$ cat config.mk
export PLATFORM = sky130hd
export DESIGN_NAME = rmc_config_regs
export DESIGN_NICKNAME = d
export VERILOG_FILES = /design/src/logic/rmc_pkg.sv /design/src/logic/rmc_config_regs.sv /design/src/logic/rmc_random_source.sv /design/src/logic/rmc_setting_decode.sv
export SDC_FILE = /design/constraint.sdc
export NUM_CORES = 1
export LEC_CHECK = 0
export ABC_CLOCK_PERIOD_IN_PS = 3600
export BUFFER_PORTS_ARGS = -buffer_cell sky130_fd_sc_hd__buf_4
export CAP_MARGIN = 20
export CORE_MARGIN = 3
export CORE_UTILIZATION = 45
export DETAILED_ROUTE_END_ITERATION = 8
export GPL_ROUTABILITY_DRIVEN = 0
export GPL_TIMING_DRIVEN = 1
export PLACE_DENSITY = 0.8
export SYNTH_ARGS = -nofsm -noshare
export SYNTH_HDL_FRONTEND = slang
export SYNTH_SLANG_ARGS = --single-unit
$ cat constraint.sdc
create_clock -name CLK -period 3.6 [get_ports CLK]
set_input_delay 0.72 -clock CLK [delete_from_list [all_inputs] [get_ports CLK]]
set_output_delay 0.72 -clock CLK [all_outputs]
set_load 0.01 [all_outputs]
$ cat src/logic/rmc_pkg.sv
// Purpose: shared constants and types for the radio modem configuration bank
// Assumes: 8-bit registers in 32-bit bus words, byte address = 4 x index
// Notes:   offsets are register indices
package rmc_pkg;

    // ************************************************************
    // register indices
    // ************************************************************
    localparam logic [15:0] RANDOM_BYTE_OUT_IDX = 16'h618F;
    localparam logic [15:0] MODEM_CONFIG_0_IDX  = 16'h6190;
    localparam logic [15:0] MODEM_CONFIG_1_IDX  = 16'h6191;
    localparam logic [15:0] MODEM_CONFIG_2_IDX  = 16'h6192;
    localparam logic [15:0] SYNC_CONFIG_IDX     = 16'h6194;
    localparam logic [15:0] SYNC_WORD_0_IDX     = 16'h6195;
    localparam logic [15:0] SYNC_WORD_3_IDX     = 16'h6198;
    localparam logic [15:0] OP_CONTROL_IDX      = 16'h61A0;

    // ************************************************************
    // reset values and field positions
    // ************************************************************
    localparam logic [7:0]  CFG0_RESET     = 8'h04;
    localparam logic [7:0]  CFG1_RESET     = 8'h4F;
    localparam logic [7:0]  CFG2_RESET     = 8'h00;
    localparam logic [7:0]  SYNC_CFG_RESET = 8'h00;
    localparam logic [7:0]  CFG0_MASK      = 8'hFF;
    localparam logic [7:0]  CFG1_MASK      = 8'hDF;
    localparam logic [7:0]  SYNC_CFG_MASK  = 8'h1F;
    localparam logic [7:0]  RANDOM_RESET   = 8'h00;
    localparam logic [15:0] LFSR_SEED      = 16'hACE1;
    localparam logic [15:0] LFSR_TAPS      = 16'hB400;
    localparam int          LFSR_STEPS     = 13;
    localparam int          SYNC_FULL_LEN  = 32;
    localparam logic [7:0]  PREAMBLE_10    = 8'h55;
    localparam logic [7:0]  PREAMBLE_11    = 8'hAA;
    localparam logic [1:0]  PSEL_INV_FIRST = 2'h0;
    localparam logic [1:0]  PSEL_EQ_FIRST  = 2'h1;
    localparam logic [1:0]  PSEL_FIX_55    = 2'h2;
    localparam logic [1:0]  OCB_OFF        = 2'h0;
    localparam logic [1:0]  OCB_DOUBLE     = 2'h3;

    // ************************************************************
    // types
    // ************************************************************
    typedef struct packed {
        logic [1:0] offset_comp_decay;
        logic       tone_only;
        logic [3:0] modulation;
        logic       phase_invert;
    } rmc_cfg0_type;

    typedef struct packed {
        logic [1:0] offset_comp_behaviour;
        logic       reserved;
        logic [4:0] correlator_threshold;
    } rmc_cfg1_type;

    typedef struct packed {
        logic       sync_bit_order;
        logic       preamble_complement_select;
        logic [1:0] preamble_pattern_select;
        logic [3:0] preamble_byte_count;
    } rmc_cfg2_type;

    typedef struct packed {
        logic [7:0] decay_increment;
        logic       comp_enable;
        logic       freeze_after_sync;
        logic       double_decay;
        logic       modulation_valid;
        logic [1:0] deviation_level;
        logic [4:0] correlator_threshold;
        logic [5:0] sync_bits_used;
        logic       sync_length_valid;
        logic       sync_msb_first;
        logic [7:0] preamble_byte;
        logic [7:0] estimator_pattern;
        logic [4:0] preamble_bytes_total;
        logic       tone_only;
        logic       phase_invert;
    } rmc_modem_setting_type;

endpackage : rmc_pkg

$ cat src/logic/rmc_config_regs.sv
// Purpose: modem configuration and status register bank on Avalon-MM
// Assumes: 32-bit bus words, registers in bits 7:0, byte address = 4 x index
// Notes:   settings are latched at operation start so mid-frame writes wait
//
// What this block does
// each random byte read advances the pseudorandom register thirteen steps
// random byte register is read-only, eight bits, zero after reset
// decay field selects cost increment 8, 16, 32 or 64
// tone bit 0 modulates at the tone IF, 1 outputs tone only
// four-bit modulation field, seven defined codes, reset 0010, others reserved
// phase bit 0 maps zero to negative deviation, one to positive
// phase bit 1 maps zero to positive deviation, one to negative
// compensation mode off, freeze after sync, continuous, or freeze with double decay
// five-bit correlator threshold resets to 0x0F, used for sync search
// bit order 0 sends sync word bit 0 first, receive expects same
// bit order 1 sends sync word bit 31 first, receive expects same
// preamble mode bit picks pattern or its complement for offset estimation
// preamble select 00 makes last preamble bit inverse of first sync bit
// preamble select 01 makes last preamble bit equal first sync bit
// preamble select 10 gives 0x55, 11 gives 0xAA
// preamble bytes sent equal the count field plus one
// sync length 0 means 32 bits, 1xxxx means 16 to 31, rest reserved
// primary sync word is 32 bits in four byte registers, top byte highest
// reserved bits read zero; settings sampled at each operation start
//
// Chosen here: register access over Avalon-MM.
`timescale 1ns/1ps
module rmc_config_regs
(
    input  wire logic                            CLK,
    input  wire logic                            RST,
    input  wire logic                   [17:0]   AVS_ADDRESS,
    input  wire logic                            AVS_READ,
    input  wire logic                            AVS_WRITE,
    input  wire logic                   [3:0]    AVS_BYTEENABLE,
    input  wire logic                   [31:0]   AVS_WRITEDATA,
    output logic                        [31:0]   AVS_READDATA,
    output logic                                 AVS_WAITREQUEST,
    output logic                        [1:0]    AVS_RESPONSE,
    output rmc_pkg::rmc_modem_setting_type       MODEM_SETTING,
    output logic                        [31:0]   SYNC_WORD,
    output logic                                 OP_ACTIVE
);
    // ************************************************************
    // storage
    // ************************************************************
    rmc_pkg::rmc_cfg0_type cfg0_reg;
    rmc_pkg::rmc_cfg1_type cfg1_reg;
    rmc_pkg::rmc_cfg2_type cfg2_reg;
    logic [7:0]  sync_cfg_reg;
    logic [7:0]  sync_byte_reg [0:3];
    logic        ack_reg;
    logic        op_active_reg;

    // ************************************************************
    // decode
    // ************************************************************
    wire  [15:0] idx        = AVS_ADDRESS[17:2];
    wire         req        = (AVS_READ | AVS_WRITE) & ~ack_reg;
    wire         wr_en      = AVS_WRITE & ack_reg & AVS_BYTEENABLE[0];
    wire         rd_done    = AVS_READ & ack_reg;
    wire         hit_rand   = idx == rmc_pkg::RANDOM_BYTE_OUT_IDX;
    wire         hit_cfg0   = idx == rmc_pkg::MODEM_CONFIG_0_IDX;
    wire         hit_cfg1   = idx == rmc_pkg::MODEM_CONFIG_1_IDX;
    wire         hit_cfg2   = idx == rmc_pkg::MODEM_CONFIG_2_IDX;
    wire         hit_swcfg  = idx == rmc_pkg::SYNC_CONFIG_IDX;
    wire         hit_op     = idx == rmc_pkg::OP_CONTROL_IDX;
    wire         hit_sw     = (idx >= rmc_pkg::SYNC_WORD_0_IDX) &&
                              (idx <= rmc_pkg::SYNC_WORD_3_IDX);
    wire  [1:0]  sw_sel     = 2'(idx - rmc_pkg::SYNC_WORD_0_IDX);
    wire         mapped     = hit_rand | hit_cfg0 | hit_cfg1 | hit_cfg2 | hit_swcfg
                              | hit_op | hit_sw;
    wire  [7:0]  wdata      = AVS_WRITEDATA[7:0];
    wire         op_start   = wr_en & hit_op & wdata[0];
    wire         op_stop    = wr_en & hit_op & ~wdata[0];
    wire  [31:0] sync_word  = {sync_byte_reg[3], sync_byte_reg[2],
                               sync_byte_reg[1], sync_byte_reg[0]};
    wire         first_bit  = cfg2_reg.sync_bit_order ? sync_word[31] : sync_word[0];
    wire  [7:0]  random_byte;
    rmc_pkg::rmc_modem_setting_type decoded;

    // ************************************************************
    // read mux
    // ************************************************************
    wire  [7:0]  rd_byte =
        hit_rand  ? random_byte :
        hit_cfg0  ? cfg0_reg :
        hit_cfg1  ? (cfg1_reg & rmc_pkg::CFG1_MASK) :
        hit_cfg2  ? cfg2_reg :
        hit_swcfg ? (sync_cfg_reg & rmc_pkg::SYNC_CFG_MASK) :
        hit_op    ? {7'h00, op_active_reg} :
        hit_sw    ? sync_byte_reg[sw_sel] : 8'h00;

    rmc_random_source #(
        .STEPS             (rmc_pkg::LFSR_STEPS)
    ) u_random (
        .CLK               (CLK),
        .RST               (RST),
        .read_pulse        (rd_done & hit_rand),
        .random_byte_value (random_byte)
    );

    rmc_setting_decode u_decode (
        .cfg0                (cfg0_reg),
        .cfg1                (cfg1_reg),
        .cfg2                (cfg2_reg),
        .sync_length_setting (sync_cfg_reg[4:0]),
        .first_sync_bit      (first_bit),
        .setting             (decoded)
    );

    // ************************************************************
    // bus handshake: one wait cycle, then answer
    // ************************************************************
    always_ff @(posedge CLK)
    begin
        if (RST)
        begin
            ack_reg         <= 1'b0;
            AVS_WAITREQUEST <= 1'b1;
            AVS_READDATA    <= 32'h0000_0000;
            AVS_RESPONSE    <= 2'h0;
        end
        else
        begin
            ack_reg         <= req;
            AVS_WAITREQUEST <= ~req;
            AVS_READDATA    <= req ? {24'h00_0000, rd_byte} : 32'h0000_0000;
            AVS_RESPONSE    <= (req & ~mapped) ? 2'h2 : 2'h0;
        end
    end

    // ************************************************************
    // configuration writes
    // ************************************************************
    always_ff @(posedge CLK)
    begin
        if (RST)
        begin
            cfg0_reg     <= rmc_pkg::CFG0_RESET;
            cfg1_reg     <= rmc_pkg::CFG1_RESET;
            cfg2_reg     <= rmc_pkg::CFG2_RESET;
            sync_cfg_reg <= rmc_pkg::SYNC_CFG_RESET;
        end
        else if (wr_en)
        begin
            if (hit_cfg0)
                cfg0_reg <= wdata & rmc_pkg::CFG0_MASK;
            if (hit_cfg1)
                cfg1_reg <= wdata & rmc_pkg::CFG1_MASK;
            if (hit_cfg2)
                cfg2_reg <= wdata;
            if (hit_swcfg)
                sync_cfg_reg <= wdata & rmc_pkg::SYNC_CFG_MASK;
        end
    end

    genvar b;
    generate
        for (b = 0; b < 4; b++)
        begin : g_sw
            always_ff @(posedge CLK)
            begin
                if (RST)
                    sync_byte_reg[b] <= 8'h00;
                else if (wr_en && hit_sw && sw_sel == 2'(b))
                    sync_byte_reg[b] <= wdata;
            end
        end
    endgenerate

    // ************************************************************
    // operation snapshot: datapath sees stable values per frame
    // ************************************************************
    always_ff @(posedge CLK)
    begin
        if (RST)
        begin
            op_active_reg <= 1'b0;
            OP_ACTIVE     <= 1'b0;
            MODEM_SETTING <= '0;
            SYNC_WORD     <= 32'h0000_0000;
        end
        else
        begin
            if (op_start)
                op_active_reg <= 1'b1;
            else if (op_stop)
                op_active_reg <= 1'b0;
            OP_ACTIVE <= op_start | (op_active_reg & ~op_stop);
            if (op_start)
            begin
                MODEM_SETTING <= decoded;
                SYNC_WORD     <= sync_word;
            end
        end
    end
endmodule : rmc_config_regs

$ cat src/logic/rmc_random_source.sv
// Purpose: pseudorandom byte source advanced on each read
// Assumes: read_pulse is one cycle per completed bus read
// Notes:   advances the whole step count in one clock
`timescale 1ns/1ps
module rmc_random_source
#(
    parameter int STEPS = rmc_pkg::LFSR_STEPS
)
(
    input  wire logic       CLK,
    input  wire logic       RST,
    input  wire logic       read_pulse,
    output logic      [7:0] random_byte_value
);
    logic [15:0] lfsr_reg;
    logic [15:0] lfsr_next;
    logic [15:0] chain [0:STEPS];

    assign chain[0] = lfsr_reg;
    genvar g;
    generate
        for (g = 0; g < STEPS; g++)
        begin : g_step
            assign chain[g+1] = chain[g][0] ? ((chain[g] >> 1) ^ rmc_pkg::LFSR_TAPS)
                                            : (chain[g] >> 1);
        end
    endgenerate
    assign lfsr_next = read_pulse ? chain[STEPS] : lfsr_reg;

    // value shown after reset is zero, the seed only feeds later reads
    always_ff @(posedge CLK)
    begin
        if (RST)
        begin
            lfsr_reg          <= rmc_pkg::LFSR_SEED;
            random_byte_value <= rmc_pkg::RANDOM_RESET;
        end
        else if (read_pulse)
        begin
            lfsr_reg          <= lfsr_next;
            random_byte_value <= lfsr_next[7:0];
        end
    end
endmodule : rmc_random_source

$ cat src/logic/rmc_setting_decode.sv
// Purpose: decode register fields into the settings the modem datapath uses
// Assumes: purely combinational
// Notes:   reserved codes flag invalid rather than guessing a mode
`timescale 1ns/1ps
module rmc_setting_decode
(
    input  wire rmc_pkg::rmc_cfg0_type          cfg0,
    input  wire rmc_pkg::rmc_cfg1_type          cfg1,
    input  wire rmc_pkg::rmc_cfg2_type          cfg2,
    input  wire logic                  [4:0]    sync_length_setting,
    input  wire logic                           first_sync_bit,
    output rmc_pkg::rmc_modem_setting_type      setting
);
    logic [7:0] pattern;
    logic       last_bit;

    // last preamble bit lands right before the first sync bit
    assign last_bit = (cfg2.preamble_pattern_select == rmc_pkg::PSEL_INV_FIRST)
                      ? ~first_sync_bit : first_sync_bit;
    assign pattern  = (cfg2.preamble_pattern_select == rmc_pkg::PSEL_FIX_55) ? rmc_pkg::PREAMBLE_10
                    : (cfg2.preamble_pattern_select[1]) ? rmc_pkg::PREAMBLE_11
                    : (last_bit ? rmc_pkg::PREAMBLE_11 : rmc_pkg::PREAMBLE_10);

    always_comb
    begin
        setting.decay_increment = 8'h08 << cfg0.offset_comp_decay;
        setting.comp_enable = cfg1.offset_comp_behaviour != rmc_pkg::OCB_OFF;
        setting.freeze_after_sync = cfg1.offset_comp_behaviour[0];
        setting.double_decay = cfg1.offset_comp_behaviour == rmc_pkg::OCB_DOUBLE;
        case (cfg0.modulation)
            4'h2, 4'h3, 4'h4, 4'h6, 4'h7, 4'h8, 4'h9: setting.modulation_valid = 1'b1;
            default: setting.modulation_valid = 1'b0;
        endcase
        setting.deviation_level = cfg0.modulation[1:0];
        setting.correlator_threshold = cfg1.correlator_threshold;
        setting.sync_length_valid = (sync_length_setting == 5'h00) || sync_length_setting[4];
        setting.sync_bits_used = sync_length_setting[4] ? {2'h0, sync_length_setting[3:0]} + 6'h10
                                                       : 6'h20;
        setting.sync_msb_first = cfg2.sync_bit_order;
        setting.preamble_byte = pattern;
        setting.estimator_pattern = cfg2.preamble_complement_select ? ~pattern : pattern;
        setting.preamble_bytes_total = {1'b0, cfg2.preamble_byte_count} + 5'h01;
        setting.tone_only = cfg0.tone_only;
        setting.phase_invert = cfg0.phase_invert;
    end
endmodule : rmc_setting_decode

Yosys cells after proc, flatten, opt, wreduce, memory -nomap -nowiden --
Memories as Yosys holds them, arrays and structs flattened. A register that Yosys moved wholly into a read port is not among the register bits. Index checks and enable logic that the tools add are counted.
Operators by class: order comparisons 2, $add $sub $neg 3, reductions and logical operators 18, equality and inequality tests 18, muxes and demuxes 49, bitwise gates (word level) 42, shift operators 1
Operator list (count):
- $mux 16 | 13
- $mux 8 | 15
- $eq 16x15->1 const B | 6
- $not 3->4 | 13
- $mux 1 | 19
- $ge 16x15->1 const B | 1
- $le 16x15->1 const B | 1
- $eq 4x3->1 const B | 3
- $or 1x1->1 | 12
- $and 1x1->1 | 10
- $eq 2x2->1 const B | 4
- $eq 4x2->1 const B | 2
- $eq 4x4->1 const B | 2
- $not 8->8 | 1
- $reduce_and 2->1 | 4
- $shl 4x2->8 const A | 1
- $reduce_or 7->1 | 1
- $add 4x5->6 const B | 1
- $logic_and 1x1->1 | 6
- $mux 6 | 1
- $not 1->1 | 6
- $add 4x1->5 const B | 1
- $logic_not 5->1 | 1
- $logic_not 2->1 | 2
- other kinds (6) | 7
Storage, ports and cells: memories kept 1, output and inout port bits 118, input port bits 58, bits in writable memories 32, bits in registers 172, logic and storage cells 170
Memory list:
- sync_byte_reg | words 4, bits a word 8, rd ports 5, clocked after memory_dff 2, write ports 4, line rmc_config_regs.sv:51 | logic [7:0] sync_byte_reg [0:3];

Logic depth before layout (Yosys ltp) --
Gate-level depths: netlist (run 1).
depth after elaboration 26, depth in mapped cells 10, gate-level depth less buffers 8

By module --
A second synthesis (run 1) with hierarchy kept.
Second synthesis, totals: cells, all modules 889, area total of the unflattened synthesis 8301.7 µm²
Modules (own cells, without submodules):
- rmc_config_regs | area each 6707.7 µm², cells each 721, instances 1
- rmc_random_source | area each 1172.4 µm², cells each 113, instances 1
- rmc_setting_decode | area each 421.7 µm², cells each 55, instances 1

Worst setup path before layout (run 1) --
OpenSTA, ideal clock, no wires.
kind input to register, from input AVS_ADDRESS[2], to memory sync_byte_reg[0][0], enable pin, slack 596 ps, data arrival time 2678 ps, buffers on the path 1, data required time 3274 ps, stages on the path 8, cell sequence clkbuf_1 inv_1 ha_1 and2b_2 a2111oi_0 o211ai_2 nor2_1 a21o_1
RTL lines:
- start: declaration | line rmc_config_regs.sv:32 | input wire logic [17:0] AVS_ADDRESS,
- end: declaration | line rmc_config_regs.sv:51

==> results.toml, run 1 <==
[power_and_ir_drop]
power.density_nw_per_um2 = 441
p_clk_share_pct = 47.7
p_int_w = 0.00303
p_seq_share_pct = 47.7
netSwitchingFraction_pct = 21.4
p_leak_nw = 3.42
p_sw_w = 0.000827
peakVddDrop_uv = 344
comb_power_share_pct = 4.5

[routing]
viasPerCell = 5.34
drt-total-wl_um = 18500
vias = 5842
avgRoutedWirePerCell_um = 16.9
detail_route.first_pass.iterations = 5
drt_iter0_markers = 538
final_antenna_net_count = 0
drc = 0

[placed_design]
dpl.hpwl_um = 13100
dp_worst_setup_slack_ns = 0.338
io_buffers = 117

[sta]
skew_ns = 0.0118
finalWorstPathRequiredPeriod_ns = 2.86
layout_setup_ws_ns = 0.739
maxSlewHeadroom_pct = 53.5
clock.fmax_mhz = 349
tns_ns = 0
rsz0062_at_grt = "false"
worstMarginPinSlew_ns = 0.697
fin_crit_sh_pct = 79.5
maxSlewViolCount = 0
final-setup-viol-count = 0
hold_viol = 0

[logic_synthesis]
yosys.area.top_type = "dfxtp_1"
async_reset_ff_share_pct = 0
synth_enable_flop_cells = 32
yosys_most_used_dff = "dfxtp_1"
synthCells = 783
syn_area_per_cell_sq_um = 9.24
syn-cell-area_sq_um = 7240
yosysMostFrequentCell = "nand2_1"
yosysTopAreaCellShare_pct = 35.1
yosysWarnings = 0
synth-seq-cells = 159
synth-seq-area-share_pct = 48.4
yosysUniqueCellTypes = 59
synthTopCellsByCount = "129 x nand2_1, 127 x dfxtp_1, 87 x a21oi_1, 44 x nor2_1, 41 x buf_4"
synth.area.top_cells = "dfxtp_1 35%, edfxtp_1 13%, nand2_1 6.7%, a21oi_1 6.0%, buf_4 4.3%"

[setup_path]
crit_path_end_kind = "flip-flop"
worst-r2r-setup-slack_ns = 1.37
arrival_ns = 2.96
cp_data_required_time_ns = 3.70
start_kind = "primary input"
worstPathMaxFanout = 11
path_class = "primary input to flip-flop"

[clocking]
cts-buffers-inserted = 17
insertion_delay_ns = 0.43
ctsResizeCount = 0
htree_levels = 4
clk_pin_slew_ns = 0.06
ctsHoldBuffers = 0
cts_tree = "built"
root_buffer = "clkbuf_16"
clock-sinks = 159
cts_buffer_depth = 2
post-cts-setup-buffer-count = 0

[finish]
fillCellCount = 1366
final_nets = 933
drive_gt1_share_pct = 24.4
antenna_cells = 0
largest_register_ff_count = 34
synthToLayoutAreaGrowth_pct = 20.7

[grt]
grt_overflow = 0
grt_max_degree = 66
grtUsageTotal_pct = 20.8
grt_pass1_vias = 5531
antenna_found_initial = 0
grt_pass1_wl_um = 29200

[floorplanning]
ios = 176
fp-row-count = 45
fp.coreArea_sq_um = 15500
die_x_um = 133
start_util_pct = 46.7
die_y_um = 133
dieArea_sq_um = 17600

[worst_hold_path]
min_path_type = "flip-flop to flip-flop"

[status]
outcome = "complete, no violations"

[job]
drv_cap = 0
-- power by group through the flow --
stage,Sequential [W],Combinational (W),Clock (W)
6_report,0.00184,0.000174,0.00184
4_1_cts,0.00184,0.000172,0.00187
3_3_place_gp,0.00188,0.000169,0
3_5_place_dp,0.00188,0.000172,0
2_1_floorplan,0.00187,0.000120,0
5_1_grt,0.00184,0.000186,0.00195
-- metal layers --
layer  wire length (um)  track usage [%]
met5                  0                0
met4                335             7.56
met3               1650             6.96
met2               8500             31.7
met1               7970             27.6
-- cell type report --
cell class	instances	area (sq um)	share of cell area (%)
flip-flops and latches	159	3500	40.1
multi-input cells	545	3270	37.4
inverters	11	41.3	0.472
repair buffers	135	1040	11.9
clock inverters	5	63.8	0.730
clock buffers	27	557	6.37
well taps	211	264	3.02
-- per-stage QoR --
stage	hold WS (ns)	util [%]	total power (W)	std cells	cell area (sq um)
floorplan	0.445	-	0.00199	811	7340
global placement	0.439	52.4	0.00205	1061	8120
detailed placement	0.444	52.4	0.00205	1061	8120
CTS	0.453	56.4	0.00388	1093	8740
global route	0.467	56.4	0.00398	1093	8740
finish	0.450	56.4	0.00386	1093	8740
-- cell usage in the layout, fill, tap and decap left out, drive strengths merged, types with 2 or more instances in the layout --
master	n
clkinv	2
and2b	2
or3	12
nand4	4
xnor2	20
inv	12
o21a	4
a221oi	8
clkbuf	27
buf	135
nor3b	2
nor2	46
and3b	2
edfxtp	32
mux4	8
nand3	15
o21ai	23
a211o	8
and3	34
o211ai	6
conb	29
xor2	14
o21bai	2
a2bb2oi	2
nor2b	14
nand2	129
a21o	4
a21oi	87
nand3b	3
o221ai	6
dfxtp	127
nand2b	2
nor3	18
mux2i	17
a211oi	3
nor4	2
ha	6
-- critical path, cell delays in order --
cell       delay [ns]
buf_4            0.18
inv_1            0.11
ha_1             0.20
and2b_2          0.20
a2111oi_0        0.42
buf_4            0.19
o211ai_2         0.20
nor2_1           0.34
a21o_1           0.39
-- kinds of logic (layout without fill, tap and decap cells) --
family                   Yosys count  count (layout)  synth area share, %
AO/OA/AOI/OAI                    156             156                 12.9
XOR/XNOR                          34              34                 4.11
adder cells (fa/ha/maj)            6               6                 1.04
buffers and inverters            107             178                 7.93
flip-flops                       159             159                 48.4
multiplexers                      25              25                 4.84
other                              1              29               0.0518
AND/OR/NAND/NOR                  295             295                 20.7
-- final timing paths --
| path | cells past startpoint | startpoint | end |
|---|---|---|---|
| max | 9 | AVS_ADDRESS[2] | sync_byte_reg[0][3]$_SDFFCE_PN0P_ |
| min | 2 | MODEM_SETTING[47]$_SDFFE_PP0P_ | MODEM_SETTING[47]$_SDFFE_PP0P_ |
| max reg2reg | 7 | ack_reg$_SDFF_PP0_ | MODEM_SETTING[45]$_SDFFE_PP0P_ |
| min reg2reg | 2 | MODEM_SETTING[47]$_SDFFE_PP0P_ | MODEM_SETTING[47]$_SDFFE_PP0P_ |
No activity file was read; power rests on OpenSTA's default activity.
==> inputs of run 2 (changes only) <==
- ABC_AREA: default -> 1
- ABC_CLOCK_PERIOD_IN_PS: 3600 -> 2900
- clock period: 3.6 -> 2.9 ns (I/O delays scaled with it)
==> results.toml, run 2 <==
[logic_synthesis]
yosys_most_used_dff = "dfxtp_1"
synth_enable_flop_cells = 32
synthCells = 875
synth.area.top_cells = "dfxtp_1 36%, edfxtp_1 13%, a21oi_1 7.9%, nand2_1 7.3%, o21ai_0 6.8%"
yosysTopAreaCellShare_pct = 35.7
synthTopCellsByCount = "139 x nand2_1, 127 x dfxtp_1, 112 x a21oi_1, 97 x o21ai_0, 72 x inv_1"
yosysMostFrequentCell = "nand2_1"
yosysUniqueCellTypes = 34
yosys.area.top_type = "dfxtp_1"
async_reset_ff_share_pct = 0
synth-seq-cells = 159
syn-cell-area_sq_um = 7120
synth-seq-area-share_pct = 49.2
yosysWarnings = 0
syn_area_per_cell_sq_um = 8.13

[power_and_ir_drop]
p_leak_nw = 3.63
peakVddDrop_uv = 464
power.density_nw_per_um2 = 536

[setup_path]
cpPeakStageDelay_ns = 0.31
arrival_ns = 2.33
worstPathMaxFanout = 27
cp_common_cell = "nand2_1"
cp_slowest_cell = "nand2_1"
path_class = "primary input to flip-flop"
start_kind = "primary input"
crit_chain = "buf_4 -> clkinv_1 -> ha_1 -> inv_1 -> nor2_1 -> nor2_1 -> nand3_1 -> nand2_1 -> nand2_1 -> nor2_4 -> nand2_1 -> nand2_1"
crit_path_end_kind = "flip-flop"
cp_data_required_time_ns = 2.98

[finish]
antenna_cells = 0
final_nets = 1038
layout.cells.non_filler = 1198
mostFrequentLayoutCells = "139 x nand2_1, 130 x buf_4, 127 x dfxtp_1"
utilization_pct = 55.9
drive_gt1_share_pct = 19.9
layout_commonest_cell = "nand2_1"
synthToLayoutAreaGrowth_pct = 20.4
largest_register_ff_count = 34

[placed_design]
dp.cells = 1166
io_buffers = 117
dpl.hpwl_um = 13400

[routing]
detail_route.first_pass.iterations = 5
avgRoutedWirePerCell_um = 15.5
drt_iter0_markers = 606
viasPerCell = 5.11
vias = 6121
final_antenna_net_count = 0
drc = 0
drt-total-wl_um = 18600

[sta]
tns_ns = 0
fin_crit_sh_pct = 77.6
worstMarginPinSlew_ns = 0.704
maxSlewViolCount = 0
rsz0062_at_grt = "false"
skew_ns = 0.00680
final-setup-viol-count = 0
finalWorstPathRequiredPeriod_ns = 2.25
hold_viol = 0
whs_ns = 0.427
maxSlewHeadroom_pct = 53.1
clock.fmax_mhz = 444

[grt]
antenna_found_initial = 0
grt_pass1_vias = 5754
grt_max_degree = 60
grtUsageTotal_pct = 21.0
grt_pass1_wl_um = 29300
grt_overflow = 0

[floorplanning]
fp.coreArea_sq_um = 15300
fp-row-count = 45
die_y_um = 132
dieArea_sq_um = 17400
start_util_pct = 46.5
die_x_um = 132
ios = 176

[job]
drv_cap = 0

[clocking]
cts_buffer_depth = 2
insertion_delay_ns = 0.42
root_buffer = "clkbuf_16"
post-cts-setup-buffer-count = 0
cts-buffers-inserted = 17
ctsResizeCount = 0
clk_pin_slew_ns = 0.06
clock-sinks = 159
cts_tree = "built"
htree_levels = 4
ctsHoldBuffers = 0

[status]
outcome = "complete, no violations"

[worst_hold_path]
min_path_type = "primary input to flip-flop"
-- run 2: cell types whose count changed in the layout (fill, tap and decap cells not counted), sizes merged, moves of 17 or more --
cell and change:
and3 -34, nand3 +31, nor2 +30, mux2i -17
o21ai +74, inv +63, nand2 +22, a21oi +35
-- run 2: path summary, 6_finish.rpt --
| kind | from | endpoint | cells past startpoint | slack, ns |
|---|---|---|---|---|
| setup / recovery | AVS_ADDRESS[2] | sync_byte_reg[3][0]$_SDFFCE_PN0P_ | 12 | 0.65 |
| hold / removal | RST | AVS_WAITREQUEST$_SDFF_PP1_ | 3 | 0.43 |
| setup reg to reg | ack_reg$_SDFF_PP0_ | SYNC_WORD[13]$_SDFFE_PP0P_ | 7 | 1.00 |
| hold reg to reg | SYNC_WORD[6]$_SDFFE_PP0P_ | SYNC_WORD[6]$_SDFFE_PP0P_ | 2 | 0.46 |
-- run 2: logic make-up (layout without fill, tap and decap cells) --
kind of cell	Yosys count	count (layout)	share of synthesized area (%)
adder cells (fa/ha/maj)	6	6	1.05
XOR/XNOR	30	30	3.69
buffers and inverters	158	242	10.9
other	1	29	0.0527
flip-flops	159	159	49.2
AND/OR/NAND/NOR	291	291	17.9
AO/OA/AOI/OAI	230	230	17.2
-- run 2: layout make-up --
class                   count  area, sq um
fillers                  1381         6750
repair buffers            132         1020
multi-input cells         586         2940
clock inverters             7         62.6
well taps                 211          264
clock buffers              25          485
flip-flops and latches    159         3500
inverters                  78          293
-- run 2: metrics by stage --
stage,instance area [sq um],total power (W),setup WS (ns)
after global placement,8020,0.00254,0.297
after global routing,8570,0.00472,0.369
final,8570,0.00459,0.649
after detailed placement,8020,0.00254,0.254
after floorplan,7220,0.00248,0.581
after CTS,8570,0.00460,0.692
-- run 2: per-layer routing --
layer	wire, um	vias to the layer above	GRT usage (%)	share of wire, %
li1	-	3014	-	-
met1	8380	2754	29.0	45
met2	7900	317	30.4	43
met3	1760	36	6.03	9.5
met4	514	0	9.51	2.8
met5	0	-	0	0
-- run 2: worst max-delay path: cells and delay by family --
| kind | cells | cell delay [ns] |
|---|---|---|
| adder cells (fa/ha/maj) | 1 | 0.24 |
| AND/OR/NAND/NOR | 8 | 0.99 |
| buffers and inverters | 3 | 0.50 |
-- run 2: where the power goes --
part	switching (W)	leakage, nW	internal, W
sequential	0.0000118	1.35	0.00227
clock	0.000849	0.271	0.00124
combinational	0.000156	2.00	0.0000632
==> inputs of run 3 (changes only) <==
- ABC_AREA: 1 -> 0
- ABC_CLOCK_PERIOD_IN_PS: 2900 -> 2130
- clock period: 2.9 -> 2.13 ns (I/O delays scaled with it)
==> results.toml, run 3 (synthesis gave the netlist of run 1 again) <==
[routing]
final_antenna_net_count = 0
detail_route.first_pass.iterations = 5
drt-total-wl_um = 19700
avgRoutedWirePerCell_um = 17.5
drt_iter0_markers = 607
vias = 6074
viasPerCell = 5.39
drc = 0

[grt]
grt_overflow = 0
grt_pass1_wl_um = 30300
antenna_found_initial = 0
grt_pass1_vias = 5749
grt_max_degree = 54
grtUsageTotal_pct = 21.8

[placed_design]
io_buffers = 117
dpl.hpwl_um = 14000
dp_worst_setup_slack_ns = -0.262

[clocking]
ctsHoldBuffers = 0
root_buffer = "clkbuf_16"
post-cts-setup-buffer-count = 0
cts_tree = "built"
clock-sinks = 159
ctsResizeCount = 0
cts_buffer_depth = 2
clk_pin_slew_ns = 0.06
cts-buffers-inserted = 17
insertion_delay_ns = 0.43
htree_levels = 4

[sta]
skew_ns = 0.00809
worstMarginPinSlew_ns = 0.556
layout_setup_ws_ns = 0.107
finalWorstPathRequiredPeriod_ns = 2.02
rsz0062_at_grt = "false"
clock.fmax_mhz = 494
fin_crit_sh_pct = 95.0
maxSlewHeadroom_pct = 62.9
tns_ns = 0
maxSlewViolCount = 0
hold_viol = 0
final-setup-viol-count = 0

[job]
drv_cap = 0

[setup_path]
arrival_ns = 2.31
cp_data_required_time_ns = 2.41
start_kind = "primary input"
worst-r2r-setup-slack_ns = 0.27
path_class = "primary input to flip-flop"
r2r-start = "ack_reg$_SDFF_PP0_"
worstPathMaxFanout = 8
reg2reg_depth = 8
timing.rr.end = "SYNC_WORD[20]$_SDFFE_PP0P_"
crit_path_end_kind = "flip-flop"

[power_and_ir_drop]
p_clk_share_pct = 45.8
power.density_nw_per_um2 = 702
comb_power_share_pct = 5.3
p_int_w = 0.00484
netSwitchingFraction_pct = 23.9
peakVddDrop_uv = 620
p_sw_w = 0.00152
p_seq_share_pct = 48.9
totalPowerFinal_w = 0.00637
p_leak_nw = 3.58

[finish]
antenna_cells = 0
fillCellCount = 1318
utilization_pct = 58.5
synthToLayoutAreaGrowth_pct = 25.2
mostFrequentLayoutCells = "161 x buf_4, 129 x nand2_1, 127 x dfxtp_1"
largest_register_ff_count = 34
drive_gt1_share_pct = 28.5
final_nets = 966
layout_commonest_cell = "buf_4"

[floorplanning]
fp-row-count = 45
die_y_um = 133
start_util_pct = 46.7
dieArea_sq_um = 17600
ios = 176
fp.coreArea_sq_um = 15500
die_x_um = 133

[worst_hold_path]
whs_path_depth = 2
min_path_type = "primary input to flip-flop"
whs_endpoint = "cfg2_reg[0]$_SDFFE_PP0P_"
hp-start = "RST"

[status]
outcome = "complete, no violations"
## run 3: cell types whose count changed in the layout (fill, tap and decap cells not counted), sizes merged, moves of 31 or more
cell   change
inv       -58
a21oi     -35
buf       +36
nand3     -31
o21ai     -74
and3      +34
## run 3: worst max path at each step
stage / startpoint / to / slack [ns] / cells after the start
after CTS: AVS_ADDRESS[3] / AVS_READDATA[0]$_SDFF_PP0_ / 0.18 / 9
final: AVS_ADDRESS[3] / AVS_READDATA[0]$_SDFF_PP0_ / 0.11 / 9
after global placement: AVS_ADDRESS[3] / AVS_READDATA[0]$_SDFF_PP0_ / -0.25 / 9
after floorplan: AVS_ADDRESS[3] / sync_byte_reg[3][0]$_SDFFCE_PN0P_ / 0.007 / 8
after detailed placement: AVS_ADDRESS[3] / AVS_READDATA[0]$_SDFF_PP0_ / -0.26 / 9
after global routing: AVS_ADDRESS[3] / AVS_READDATA[0]$_SDFF_PP0_ / 0.02 / 9
## run 3: critical path: stages
cell and delay, ns:
buf_4 0.12, inv_1 0.09, ha_2 0.20, inv_1 0.07
nor3_1 0.39, buf_4 0.19, and2_1 0.27, nor3_1 0.09
nor4_1 0.45
## run 3: layout make-up
| cell class | instances | area (sq um) | share of cell area, % |
|---|---|---|---|
| clock buffers | 17 | 425 | 4.69 |
| clock inverters | 15 | 134 | 1.48 |
| inverters | 11 | 41.3 | 0.455 |
| multi-input cells | 545 | 3350 | 36.9 |
| flip-flops and latches | 159 | 3500 | 38.6 |
| well taps | 211 | 264 | 2.91 |
| repair buffers | 168 | 1350 | 14.9 |
## run 3: power by group through the flow
stage / logic (W) / registers, W / clock network, W
after floorplan: 0.000216 / 0.00317 / 0
after global placement: 0.000324 / 0.00318 / 0
after detailed placement: 0.000328 / 0.00318 / 0
after CTS: 0.000331 / 0.00311 / 0.00295
after global routing: 0.000356 / 0.00311 / 0.00308
final: 0.000337 / 0.00311 / 0.00292
## run 3: stage by stage
step / cell area (sq um) / hold slack, ns / cells
finish: 9060 / 0.303 / 1126
global route: 9060 / 0.298 / 1126
CTS: 9060 / 0.283 / 1126
detailed placement: 8510 / 0.444 / 1094
global placement: 8510 / 0.440 / 1094
floorplan: 7430 / 0.445 / 811
## run 3: layer usage
layer | track usage (%) | up-vias | share of wire [%]
met2 | 34.4 | 273 | 47
met1 | 29.0 | 2858 | 42
li1 | - | 2891 | -
met4 | 7.85 | 0 | 2.7
met5 | 0 | - | 0
met3 | 5.78 | 52 | 8.4
